### src/cpg_pkg.sv
package cpg_pkg;

    // ----------------------------------------
    // main register space, indirect access
    // ----------------------------------------
    localparam logic [7:0] CPG_ADDR_PAGE     = 8'hb0;
    localparam logic [7:0] CPG_ADDR_OFFSET   = 8'hb1;
    localparam logic [7:0] CPG_ADDR_DATA     = 8'hb2;
    localparam logic [7:0] CPG_PAGE_GEN      = 8'h00;
    localparam logic [7:0] CPG_PAGE_RESET    = 8'h00;
    localparam logic [7:0] CPG_OFFSET_RESET  = 8'h00;

    // ----------------------------------------
    // generator page offsets
    // ----------------------------------------
    localparam logic [7:0] CPG_OFF_CONTROL   = 8'h01;
    localparam logic [7:0] CPG_OFF_CONFIG    = 8'h02;
    localparam logic [7:0] CPG_OFF_DATA_ID   = 8'h03;
    localparam logic [7:0] CPG_OFF_LLEN_HI   = 8'h04;
    localparam logic [7:0] CPG_OFF_LLEN_LO   = 8'h05;
    localparam logic [7:0] CPG_OFF_BAR_HI    = 8'h06;
    localparam logic [7:0] CPG_OFF_BAR_LO    = 8'h07;
    localparam logic [7:0] CPG_OFF_ACT_HI    = 8'h08;
    localparam logic [7:0] CPG_OFF_ACT_LO    = 8'h09;
    localparam logic [7:0] CPG_OFF_TOT_HI    = 8'h0a;
    localparam logic [7:0] CPG_OFF_TOT_LO    = 8'h0b;
    localparam logic [7:0] CPG_OFF_PER_HI    = 8'h0c;
    localparam logic [7:0] CPG_OFF_PER_LO    = 8'h0d;
    localparam logic [7:0] CPG_OFF_BACK      = 8'h0e;
    localparam logic [7:0] CPG_OFF_FRONT     = 8'h0f;
    localparam logic [7:0] CPG_OFF_BLOCK0    = 8'h10;
    localparam logic [7:0] CPG_OFF_LAST_RW   = 8'h1f;
    localparam logic [7:0] CPG_OFF_STATUS    = 8'h20;
    localparam int         CPG_NUM_REGS      = 32;
    localparam logic [7:0] CPG_REG_RESET     = 8'h00;

    // ----------------------------------------
    // field positions
    // ----------------------------------------
    localparam int CPG_CTL_ENABLE_BIT  = 0;
    localparam int CPG_CFG_BARS_LSB    = 0;
    localparam int CPG_CFG_FIXED_BIT   = 3;
    localparam int CPG_CFG_BLEN_LSB    = 4;
    localparam int CPG_BLOCK_BYTES     = 16;

    // ----------------------------------------
    // pattern and timing
    // ----------------------------------------
    localparam logic [63:0] CPG_BAR_VALUES = 64'h800f_cc55_7ff0_33aa;
    localparam logic [1:0]  CPG_SELFTEST_OUT_ON = 2'b10;
    localparam int CPG_CLK_NS       = 20;
    localparam int CPG_UNIT_NS      = 10;
    localparam int CPG_UNIT_SLOW_NS = 20;
    localparam logic [16:0] CPG_STEP_FAST = 17'(CPG_CLK_NS / CPG_UNIT_NS);
    localparam logic [16:0] CPG_STEP_SLOW = 17'(CPG_CLK_NS / CPG_UNIT_SLOW_NS);

    typedef enum logic [1:0] {
        CPG_PKT_FRAME_START = 2'b00,
        CPG_PKT_FRAME_END   = 2'b01,
        CPG_PKT_LONG_HEADER = 2'b10,
        CPG_PKT_PAYLOAD     = 2'b11
    } cpg_kind_t;

    typedef struct packed {
        cpg_kind_t   kind;
        logic [7:0]  data_id;
        logic [15:0] word_count;
        logic [7:0]  data;
        logic        last;
    } cpg_tx_t;

    typedef struct packed {
        logic       wr;
        logic       rd;
        logic [7:0] addr;
        logic [7:0] wdata;
    } cpg_reg_req_t;

endpackage : cpg_pkg

### src/cpg_pattern_source.sv
`timescale 1ns/1ps
`default_nettype none
module cpg_pattern_source (
    input  wire logic         clock,
    input  wire logic         reset_n,
    input  wire logic         restart,
    input  wire logic         advance,
    input  wire logic         fixed_mode,
    input  wire logic [1:0]   bar_code,
    input  wire logic [15:0]  bar_width,
    input  wire logic [3:0]   block_last,
    input  wire logic [127:0] block_bytes,
    output logic [7:0]        pattern_byte
);
    import cpg_pkg::*;

    // ----------------------------------------
    // position state
    // ----------------------------------------
    logic [2:0]  bar_reg,  bar_next;
    logic [15:0] cnt_reg,  cnt_next;
    logic [3:0]  blk_reg,  blk_next;
    logic [2:0]  bar_last;
    logic [7:0]  invert;

    assign bar_last = 3'((4'h1 << bar_code) - 4'h1);
    assign invert   = bar_reg[0] ? 8'hff : 8'h00;

    always_comb begin
        if (fixed_mode) begin
            pattern_byte = block_bytes[blk_reg*8 +: 8] ^ invert;
        end else begin
            pattern_byte = CPG_BAR_VALUES[bar_reg*8 +: 8];
        end
    end

    always_comb begin
        bar_next = bar_reg;
        cnt_next = cnt_reg;
        blk_next = blk_reg;
        if (restart) begin
            bar_next = 3'h0;
            cnt_next = 16'h0000;
            blk_next = 4'h0;
        end else if (advance) begin
            blk_next = (blk_reg == block_last) ? 4'h0 : blk_reg + 4'h1;
            if (bar_reg == bar_last) begin
                cnt_next = cnt_reg;
            end else if (cnt_reg + 16'h0001 == bar_width) begin
                cnt_next = 16'h0000;
                bar_next = bar_reg + 3'h1;
            end else begin
                cnt_next = cnt_reg + 16'h0001;
            end
        end
    end

    always_ff @(posedge clock) begin
        if (!reset_n) begin
            bar_reg <= 3'h0;
            cnt_reg <= 16'h0000;
            blk_reg <= 4'h0;
        end else begin
            bar_reg <= bar_next;
            cnt_reg <= cnt_next;
            blk_reg <= blk_next;
        end
    end

endmodule : cpg_pattern_source
`default_nettype wire

### src/cpg_generator.sv
`timescale 1ns/1ps
`default_nettype none
module cpg_generator (
    input  wire logic                  clock,
    input  wire logic                  reset_n,
    input  wire cpg_pkg::cpg_reg_req_t reg_req,
    output logic [7:0]                 reg_rdata,
    input  wire logic                  rate_400,
    input  wire logic                  selftest_active,
    input  wire logic [1:0]            selftest_output_gating,
    output cpg_pkg::cpg_tx_t           tx_data,
    output logic                       tx_valid,
    input  wire logic                  tx_ready,
    output logic                       lanes_idle_lp11,
    output logic                       lanes_disabled
);
    import cpg_pkg::*;

    // ----------------------------------------
    // register file
    // ----------------------------------------
    logic [7:0]   page_reg,  page_next;
    logic [7:0]   off_reg,   off_next;
    logic [7:0]   rdata_reg, rdata_next;
    logic [7:0]   ind_reg  [CPG_NUM_REGS];
    logic [7:0]   ind_next [CPG_NUM_REGS];
    logic [7:0]   status;
    logic [127:0] block_bytes;

    logic         gen_enable;
    logic         fixed_mode;
    logic [1:0]   bar_code;
    logic [3:0]   block_last;
    logic [7:0]   data_id;
    logic [15:0]  line_len;
    logic [15:0]  bar_width;
    logic [15:0]  act_lines;
    logic [15:0]  tot_lines;
    logic [15:0]  period_units;
    logic [7:0]   back_porch_count;
    logic [7:0]   front_porch_count;

    assign gen_enable        = ind_reg[CPG_OFF_CONTROL[4:0]][CPG_CTL_ENABLE_BIT];
    assign fixed_mode        = ind_reg[CPG_OFF_CONFIG[4:0]][CPG_CFG_FIXED_BIT];
    assign bar_code          = ind_reg[CPG_OFF_CONFIG[4:0]][CPG_CFG_BARS_LSB +: 2];
    assign block_last        = ind_reg[CPG_OFF_CONFIG[4:0]][CPG_CFG_BLEN_LSB +: 4];
    assign data_id           = ind_reg[CPG_OFF_DATA_ID[4:0]];
    assign line_len          = {ind_reg[CPG_OFF_LLEN_HI[4:0]], ind_reg[CPG_OFF_LLEN_LO[4:0]]};
    assign bar_width         = {ind_reg[CPG_OFF_BAR_HI[4:0]], ind_reg[CPG_OFF_BAR_LO[4:0]]};
    assign act_lines         = {ind_reg[CPG_OFF_ACT_HI[4:0]], ind_reg[CPG_OFF_ACT_LO[4:0]]};
    assign tot_lines         = {ind_reg[CPG_OFF_TOT_HI[4:0]], ind_reg[CPG_OFF_TOT_LO[4:0]]};
    assign period_units      = {ind_reg[CPG_OFF_PER_HI[4:0]], ind_reg[CPG_OFF_PER_LO[4:0]]};
    assign back_porch_count  = ind_reg[CPG_OFF_BACK[4:0]];
    assign front_porch_count = ind_reg[CPG_OFF_FRONT[4:0]];

    genvar gi;
    generate
        for (gi = 0; gi < CPG_BLOCK_BYTES; gi++) begin : g_block
            assign block_bytes[gi*8 +: 8] = ind_reg[CPG_OFF_BLOCK0[4:0] + 5'(gi)];
        end
    endgenerate

    always_comb begin
        page_next  = page_reg;
        off_next   = off_reg;
        rdata_next = rdata_reg;
        for (int i = 0; i < CPG_NUM_REGS; i++) begin
            ind_next[i] = ind_reg[i];
        end
        if (reg_req.wr) begin
            unique case (reg_req.addr)
                CPG_ADDR_PAGE:   page_next = reg_req.wdata;
                CPG_ADDR_OFFSET: off_next  = reg_req.wdata;
                CPG_ADDR_DATA: begin
                    if (page_reg == CPG_PAGE_GEN && off_reg >= CPG_OFF_CONTROL
                        && off_reg <= CPG_OFF_LAST_RW) begin
                        ind_next[off_reg[4:0]] = reg_req.wdata;
                    end
                end
                default: ;
            endcase
        end
        if (reg_req.rd) begin
            unique case (reg_req.addr)
                CPG_ADDR_PAGE:   rdata_next = page_reg;
                CPG_ADDR_OFFSET: rdata_next = off_reg;
                CPG_ADDR_DATA: begin
                    if (page_reg != CPG_PAGE_GEN) begin
                        rdata_next = 8'h00;
                    end else if (off_reg == CPG_OFF_STATUS) begin
                        rdata_next = status;
                    end else if (off_reg <= CPG_OFF_LAST_RW) begin
                        rdata_next = ind_reg[off_reg[4:0]];
                    end else begin
                        rdata_next = 8'h00;
                    end
                end
                default: rdata_next = 8'h00;
            endcase
        end
    end

    always_ff @(posedge clock) begin
        if (!reset_n) begin
            page_reg  <= CPG_PAGE_RESET;
            off_reg   <= CPG_OFFSET_RESET;
            rdata_reg <= 8'h00;
            for (int i = 0; i < CPG_NUM_REGS; i++) begin
                ind_reg[i] <= CPG_REG_RESET;
            end
        end else begin
            page_reg  <= page_next;
            off_reg   <= off_next;
            rdata_reg <= rdata_next;
            for (int i = 0; i < CPG_NUM_REGS; i++) begin
                ind_reg[i] <= ind_next[i];
            end
        end
    end

    assign reg_rdata = rdata_reg;

    // ----------------------------------------
    // frame sequencer
    // ----------------------------------------
    typedef enum logic [2:0] {
        ST_IDLE        = 3'b000,
        ST_FRAME_START = 3'b001,
        ST_LINE_BODY   = 3'b010,
        ST_HEADER      = 3'b011,
        ST_PAYLOAD     = 3'b100,
        ST_FRAME_END   = 3'b101,
        ST_LINE_WAIT   = 3'b110
    } cpg_state_t;

    cpg_state_t  state_reg, state_next;
    logic [15:0] line_reg,  line_next;
    logic [15:0] byte_reg,  byte_next;
    logic [16:0] tim_reg,   tim_next;
    cpg_tx_t     tx_reg,    tx_next;
    logic        valid_reg, valid_next;

    logic        load;
    logic [16:0] step;
    logic        period_done;
    logic [16:0] act_start;
    logic [16:0] act_end;
    logic [16:0] fe_line;
    logic        line_active;
    logic        src_restart;
    logic        src_advance;
    logic [7:0]  src_byte;

    assign load        = !valid_reg || tx_ready;
    assign step        = rate_400 ? CPG_STEP_SLOW : CPG_STEP_FAST;
    assign period_done = (tim_reg + step) >= {1'b0, period_units};
    assign act_start   = {9'h000, back_porch_count};
    assign act_end     = act_start + {1'b0, act_lines};
    assign fe_line     = act_end + {9'h000, front_porch_count};
    assign line_active = ({1'b0, line_reg} >= act_start) && ({1'b0, line_reg} < act_end);
    assign status      = {6'h00, line_active && state_reg != ST_IDLE, state_reg != ST_IDLE};

    always_comb begin
        state_next  = state_reg;
        line_next   = line_reg;
        byte_next   = byte_reg;
        tx_next     = tx_reg;
        valid_next  = load ? 1'b0 : valid_reg;
        src_restart = 1'b0;
        src_advance = 1'b0;
        if (state_reg == ST_IDLE) begin
            tim_next = 17'h00000;
        end else if (period_done) begin
            tim_next = tim_reg;
        end else begin
            tim_next = tim_reg + step;
        end
        unique case (state_reg)
            ST_IDLE: begin
                if (gen_enable) begin
                    state_next = ST_FRAME_START;
                    line_next  = 16'h0000;
                end
            end
            ST_FRAME_START: begin
                if (load) begin
                    tx_next    = '{CPG_PKT_FRAME_START, data_id, 16'h0000, 8'h00, 1'b1};
                    valid_next = 1'b1;
                    state_next = ST_LINE_BODY;
                end
            end
            ST_LINE_BODY: begin
                if (line_active) begin
                    state_next = ST_HEADER;
                end else if ({1'b0, line_reg} == fe_line) begin
                    state_next = ST_FRAME_END;
                end else begin
                    state_next = ST_LINE_WAIT;
                end
            end
            ST_HEADER: begin
                if (load) begin
                    tx_next     = '{CPG_PKT_LONG_HEADER, data_id, line_len, 8'h00, 1'b0};
                    valid_next  = 1'b1;
                    byte_next   = 16'h0000;
                    src_restart = 1'b1;
                    state_next  = (line_len == 16'h0000) ? ST_LINE_WAIT : ST_PAYLOAD;
                end
            end
            ST_PAYLOAD: begin
                if (load) begin
                    tx_next     = '{CPG_PKT_PAYLOAD, data_id, line_len, src_byte,
                                    byte_reg == line_len - 16'h0001};
                    valid_next  = 1'b1;
                    src_advance = 1'b1;
                    byte_next   = byte_reg + 16'h0001;
                    if (byte_reg == line_len - 16'h0001) begin
                        state_next = ST_LINE_WAIT;
                    end
                end
            end
            ST_FRAME_END: begin
                if (load) begin
                    tx_next    = '{CPG_PKT_FRAME_END, data_id, 16'h0000, 8'h00, 1'b1};
                    valid_next = 1'b1;
                    state_next = ST_LINE_WAIT;
                end
            end
            ST_LINE_WAIT: begin
                if (period_done) begin
                    tim_next = 17'h00000;
                    if ({1'b0, line_reg} + 17'h00001 >= {1'b0, tot_lines}) begin
                        line_next  = 16'h0000;
                        state_next = gen_enable ? ST_FRAME_START : ST_IDLE;
                    end else begin
                        line_next  = line_reg + 16'h0001;
                        state_next = ST_LINE_BODY;
                    end
                end
            end
            default: state_next = ST_IDLE;
        endcase
    end

    always_ff @(posedge clock) begin
        if (!reset_n) begin
            state_reg <= ST_IDLE;
            line_reg  <= 16'h0000;
            byte_reg  <= 16'h0000;
            tim_reg   <= 17'h00000;
            tx_reg    <= '0;
            valid_reg <= 1'b0;
        end else begin
            state_reg <= state_next;
            line_reg  <= line_next;
            byte_reg  <= byte_next;
            tim_reg   <= tim_next;
            tx_reg    <= tx_next;
            valid_reg <= valid_next;
        end
    end

    // ----------------------------------------
    // pattern bytes
    // ----------------------------------------
    cpg_pattern_source u_source (
        .clock        (clock),
        .reset_n      (reset_n),
        .restart      (src_restart),
        .advance      (src_advance),
        .fixed_mode   (fixed_mode),
        .bar_code     (bar_code),
        .bar_width    (bar_width),
        .block_last   (block_last),
        .block_bytes  (block_bytes),
        .pattern_byte (src_byte)
    );

    // ----------------------------------------
    // transmitter side
    // ----------------------------------------
    assign tx_data         = tx_reg;
    assign tx_valid        = valid_reg;
    assign lanes_idle_lp11 = selftest_active && selftest_output_gating == CPG_SELFTEST_OUT_ON
                             && !gen_enable;
    assign lanes_disabled  = selftest_active && selftest_output_gating != CPG_SELFTEST_OUT_ON;

endmodule : cpg_generator
`default_nettype wire

### config.mk
export PLATFORM = sky130hd
export DESIGN_NAME = cpg_generator
export DESIGN_NICKNAME = d
export VERILOG_FILES = /design/src/cpg_pkg.sv /design/src/cpg_pattern_source.sv /design/src/cpg_generator.sv
export SDC_FILE = /design/constraint.sdc
export NUM_CORES = 1
export LEC_CHECK = 0
export BUFFER_PORTS_ARGS = -buffer_cell sky130_fd_sc_hd__buf_4
export CAP_MARGIN = 20
export CORE_MARGIN = 3
export CORE_UTILIZATION = 40
export CTS_CLUSTER_DIAMETER = 120
export DETAILED_ROUTE_END_ITERATION = 16
export GPL_ROUTABILITY_DRIVEN = 1
export SYNTH_ARGS = -nofsm -noshare
export SYNTH_HDL_FRONTEND = slang
export SYNTH_HIERARCHICAL = 1
export SYNTH_SLANG_ARGS = --single-unit
### constraint.sdc
create_clock -name clock -period 6.6 [get_ports clock]
set_input_delay 1.32 -clock clock [delete_from_list [all_inputs] [get_ports clock]]
set_output_delay 1.32 -clock clock [all_outputs]
set_load 0.005 [all_outputs]
==> results.toml <==
[clock_tree]
clk_pin_slew_ns = 0.06
clk_path_buf_depth = 3
cts-root-buf = "clkbuf_16"
clock_latency_ns = 0.59
cts.sinks = 396
htreeDepth = 2
cts_made_buffers = 45
cts_resized = 0
post-cts-setup-buffers = 0
hold_buffers = 0
cts_tree = "done"

[route]
wirelength_um = 72100
dr_total_vias = 19800
drc = 0
ant_nets = 0
viasPerCell = 5.81
drtIter0Drc = 2010
first_pass_iters = 6
wire_per_inst_um = 21.1

[critical_path]
r2r_slack_ns = 1.80
crit_required_ns = 7.10
setup.worst_path.end_class = "flop"
crit_type = "input port to flop"
worstSetupStartpointType = "input port"
cp.arrival_ns = 5.59
critPathMaxFanout = 25

[placed_design]
hpwl_um = 49400
placed_cells = 3327
finalWeightedCongestion = 0.926
port_buffers = 70

[grt]
gr-usage-all-layers_pct = 23.4
grt_max_degree = 211
antenna_found_initial = 0
grt_overflow = 0
grt_pass1_vias = 18600
grt_pass1_wl_um = 110000

[synthesis]
ys.flop_type = "dfxtp_1"
netlist_top_cells_area = "dfxtp_1 35%, mux4_2 12%, nand2_1 9.1%"
synth-seq-cells = 396
async_flop_share_pct = 0
yosysWarnings = 6
syn_inst = 2667
avgSynthCellArea_sq_um = 8.52
synth_top_area_share_pct = 34.9
syn_area_sq_mm = 0.0227
syn-num-nets = 2778
ys_seq_area_share_pct = 34.9
synth.largest_area_cell = "dfxtp_1"
synth.distinct_cells = 96
synth_edf_count = 0

[floorplanning]
fp.dieArea_sq_mm = 0.0597
fp.dieH_um = 244
row_count = 86
core-area_sq_mm = 0.0556
io-pin-count = 71
floorplan.initialDensity_pct = 40.8
die_w_um = 244

[sta]
final.period_utilization_pct = 77.1
drv_slew = 0
period_minus_slack_ns = 5.09
tightest_slew_ns = 1.10
rsz0062_at_grt = "false"
slew_headroom_pct = 26.2
finClkSkew_ns = 0.0176
fmax_ghz = 0.197
finalHoldViolCount = 0
setup_viol = 0
setup_tns_ns = 0

[min_path]
min_path_type = "flop to flop"

[power_and_ir_drop]
ir_worst_vdd_mv = 0.211
power_density_mw_per_mm2 = 202
cellLeakagePower_nw = 8.62

[final_layout]
area.growth.synth_to_final_pct = 10.6
finalNonFillerCells = 3411
drive_above_1_share_pct = 12.7
nets = 2737
largest_reg_flops = 256

[job]
max_cap_viol_count = 0

[outcome]
status = "completed"
stage by stage:
step	utilization [%]	setup WS (ns)	hold WS [ns]	cell area [sq um]	power, mW
3_5_place_dp	42.5	0.872	0.439	23600	2.55
5_1_grt	45.2	1.00	0.472	25100	5.22
6_report	45.2	1.51	0.454	25100	5.08
2_1_floorplan	-	1.80	0.425	22700	2.51
3_3_place_gp	42.4	0.973	0.437	23600	2.55
4_1_cts	45.2	1.51	0.454	25100	5.12
final timing paths:
path / depth (start not counted) / endpoint / startpoint
worst max-delay path: 17 / tim_reg[1] / rate_400
worst min-delay path: 2 / ind_reg[2][2] / ind_reg[2][2]
worst max register to register: 15 / line_reg[2] / line_reg[0]
worst min register to register: 2 / ind_reg[2][2] / ind_reg[2][2]
synthesized netlist by cell type, drive strengths merged, types with 7 or more instances:
master   count
a2111oi      7
a211oi      21
a21o        16
a21oi      312
a22oi       28
a31o         8
a31oi        8
and2        18
and3        20
and4         7
buf         37
clkbuf     132
dfxtp      396
ha          83
inv         87
mux2         7
mux2i       60
mux4       120
nand2      551
nand2b      18
nand3       50
nand3b      10
nand4       32
nor2       243
nor2b       19
nor3        34
nor3b        7
nor4        13
o211ai      14
o21a         7
o21ai       50
o22ai       11
or2         11
or3         14
or4          8
xnor2       96
xor2        42
worst max-delay path, cell delays in order:
cell and delay [ns]:
buf_4 0.10, ha_1 0.17, inv_1 0.06, fa_1 0.42, nand3b_4 0.23, nor4_4 0.41, nand3_1 0.17, xnor2_1 0.16
ha_1 0.32, a211oi_1 0.19, o21ai_0 0.15, a2111oi_0 0.40, a21oi_1 0.15, or2_1 0.54, a21oi_1 0.28, o21ai_2 0.23
a211oi_1 0.27
cells by family (layout without fill, tap and decap cells):
group	count (synthesis)	in the layout	synth area share [%]
xor+xnor	140	140	5.52
flops	396	396	34.9
buf+inv	256	251	4.52
fa+ha+maj	86	86	4.84
other cells	0	1	0
mux	187	187	14.9
simple gates	1069	1069	21.2
compound gates	533	533	14.2
layout make-up:
class | instances | area (sq um)
fill | 5323 | 30500
multi-input combinational | 2015 | 13800
sequential | 396 | 7930
clock buffer | 58 | 1210
tap | 748 | 936
timing repair buffer | 81 | 661
inverter | 87 | 334
clock inverter | 25 | 283
antenna | 1 | 2.50
placed cells by master (no fill, tap or decap), drive strengths merged, types with 28 or more instances in the layout:
cell / Yosys / routed
a21oi: 312 / 312
a22oi: 28 / 28
buf: 37 / 81
clkbuf: 132 / 58
dfxtp: 396 / 396
ha: 83 / 83
inv: 87 / 90
mux2i: 60 / 60
mux4: 120 / 120
nand2: 551 / 551
nand3: 50 / 50
nand4: 32 / 32
nor2: 243 / 243
nor3: 34 / 34
o21ai: 50 / 50
xnor2: 96 / 96
xor2: 42 / 42
power by group:
| group | internal, mW | switching [mW] | leakage [nW] |
|---|---|---|---|
| Combinational | 0.0199 | 0.0909 | 4.68 |
| Clock | 1.51 | 1.08 | 0.747 |
| Sequential | 2.39 | 0.000543 | 3.19 |
| Total | 3.92 | 1.17 | 8.62 |
per-layer routing:
| layer | vias to the layer above | GRT usage (%) | share of wire [%] |
|---|---|---|---|
| li1 | 9279 | - | - |
| met1 | 9549 | 31.5 | 42 |
| met2 | 833 | 37.7 | 46 |
| met3 | 169 | 3.95 | 7.5 |
| met4 | 0 | 9.03 | 4.2 |
| met5 | - | 0 | 0 |
(Power assumes the default switching activity.)
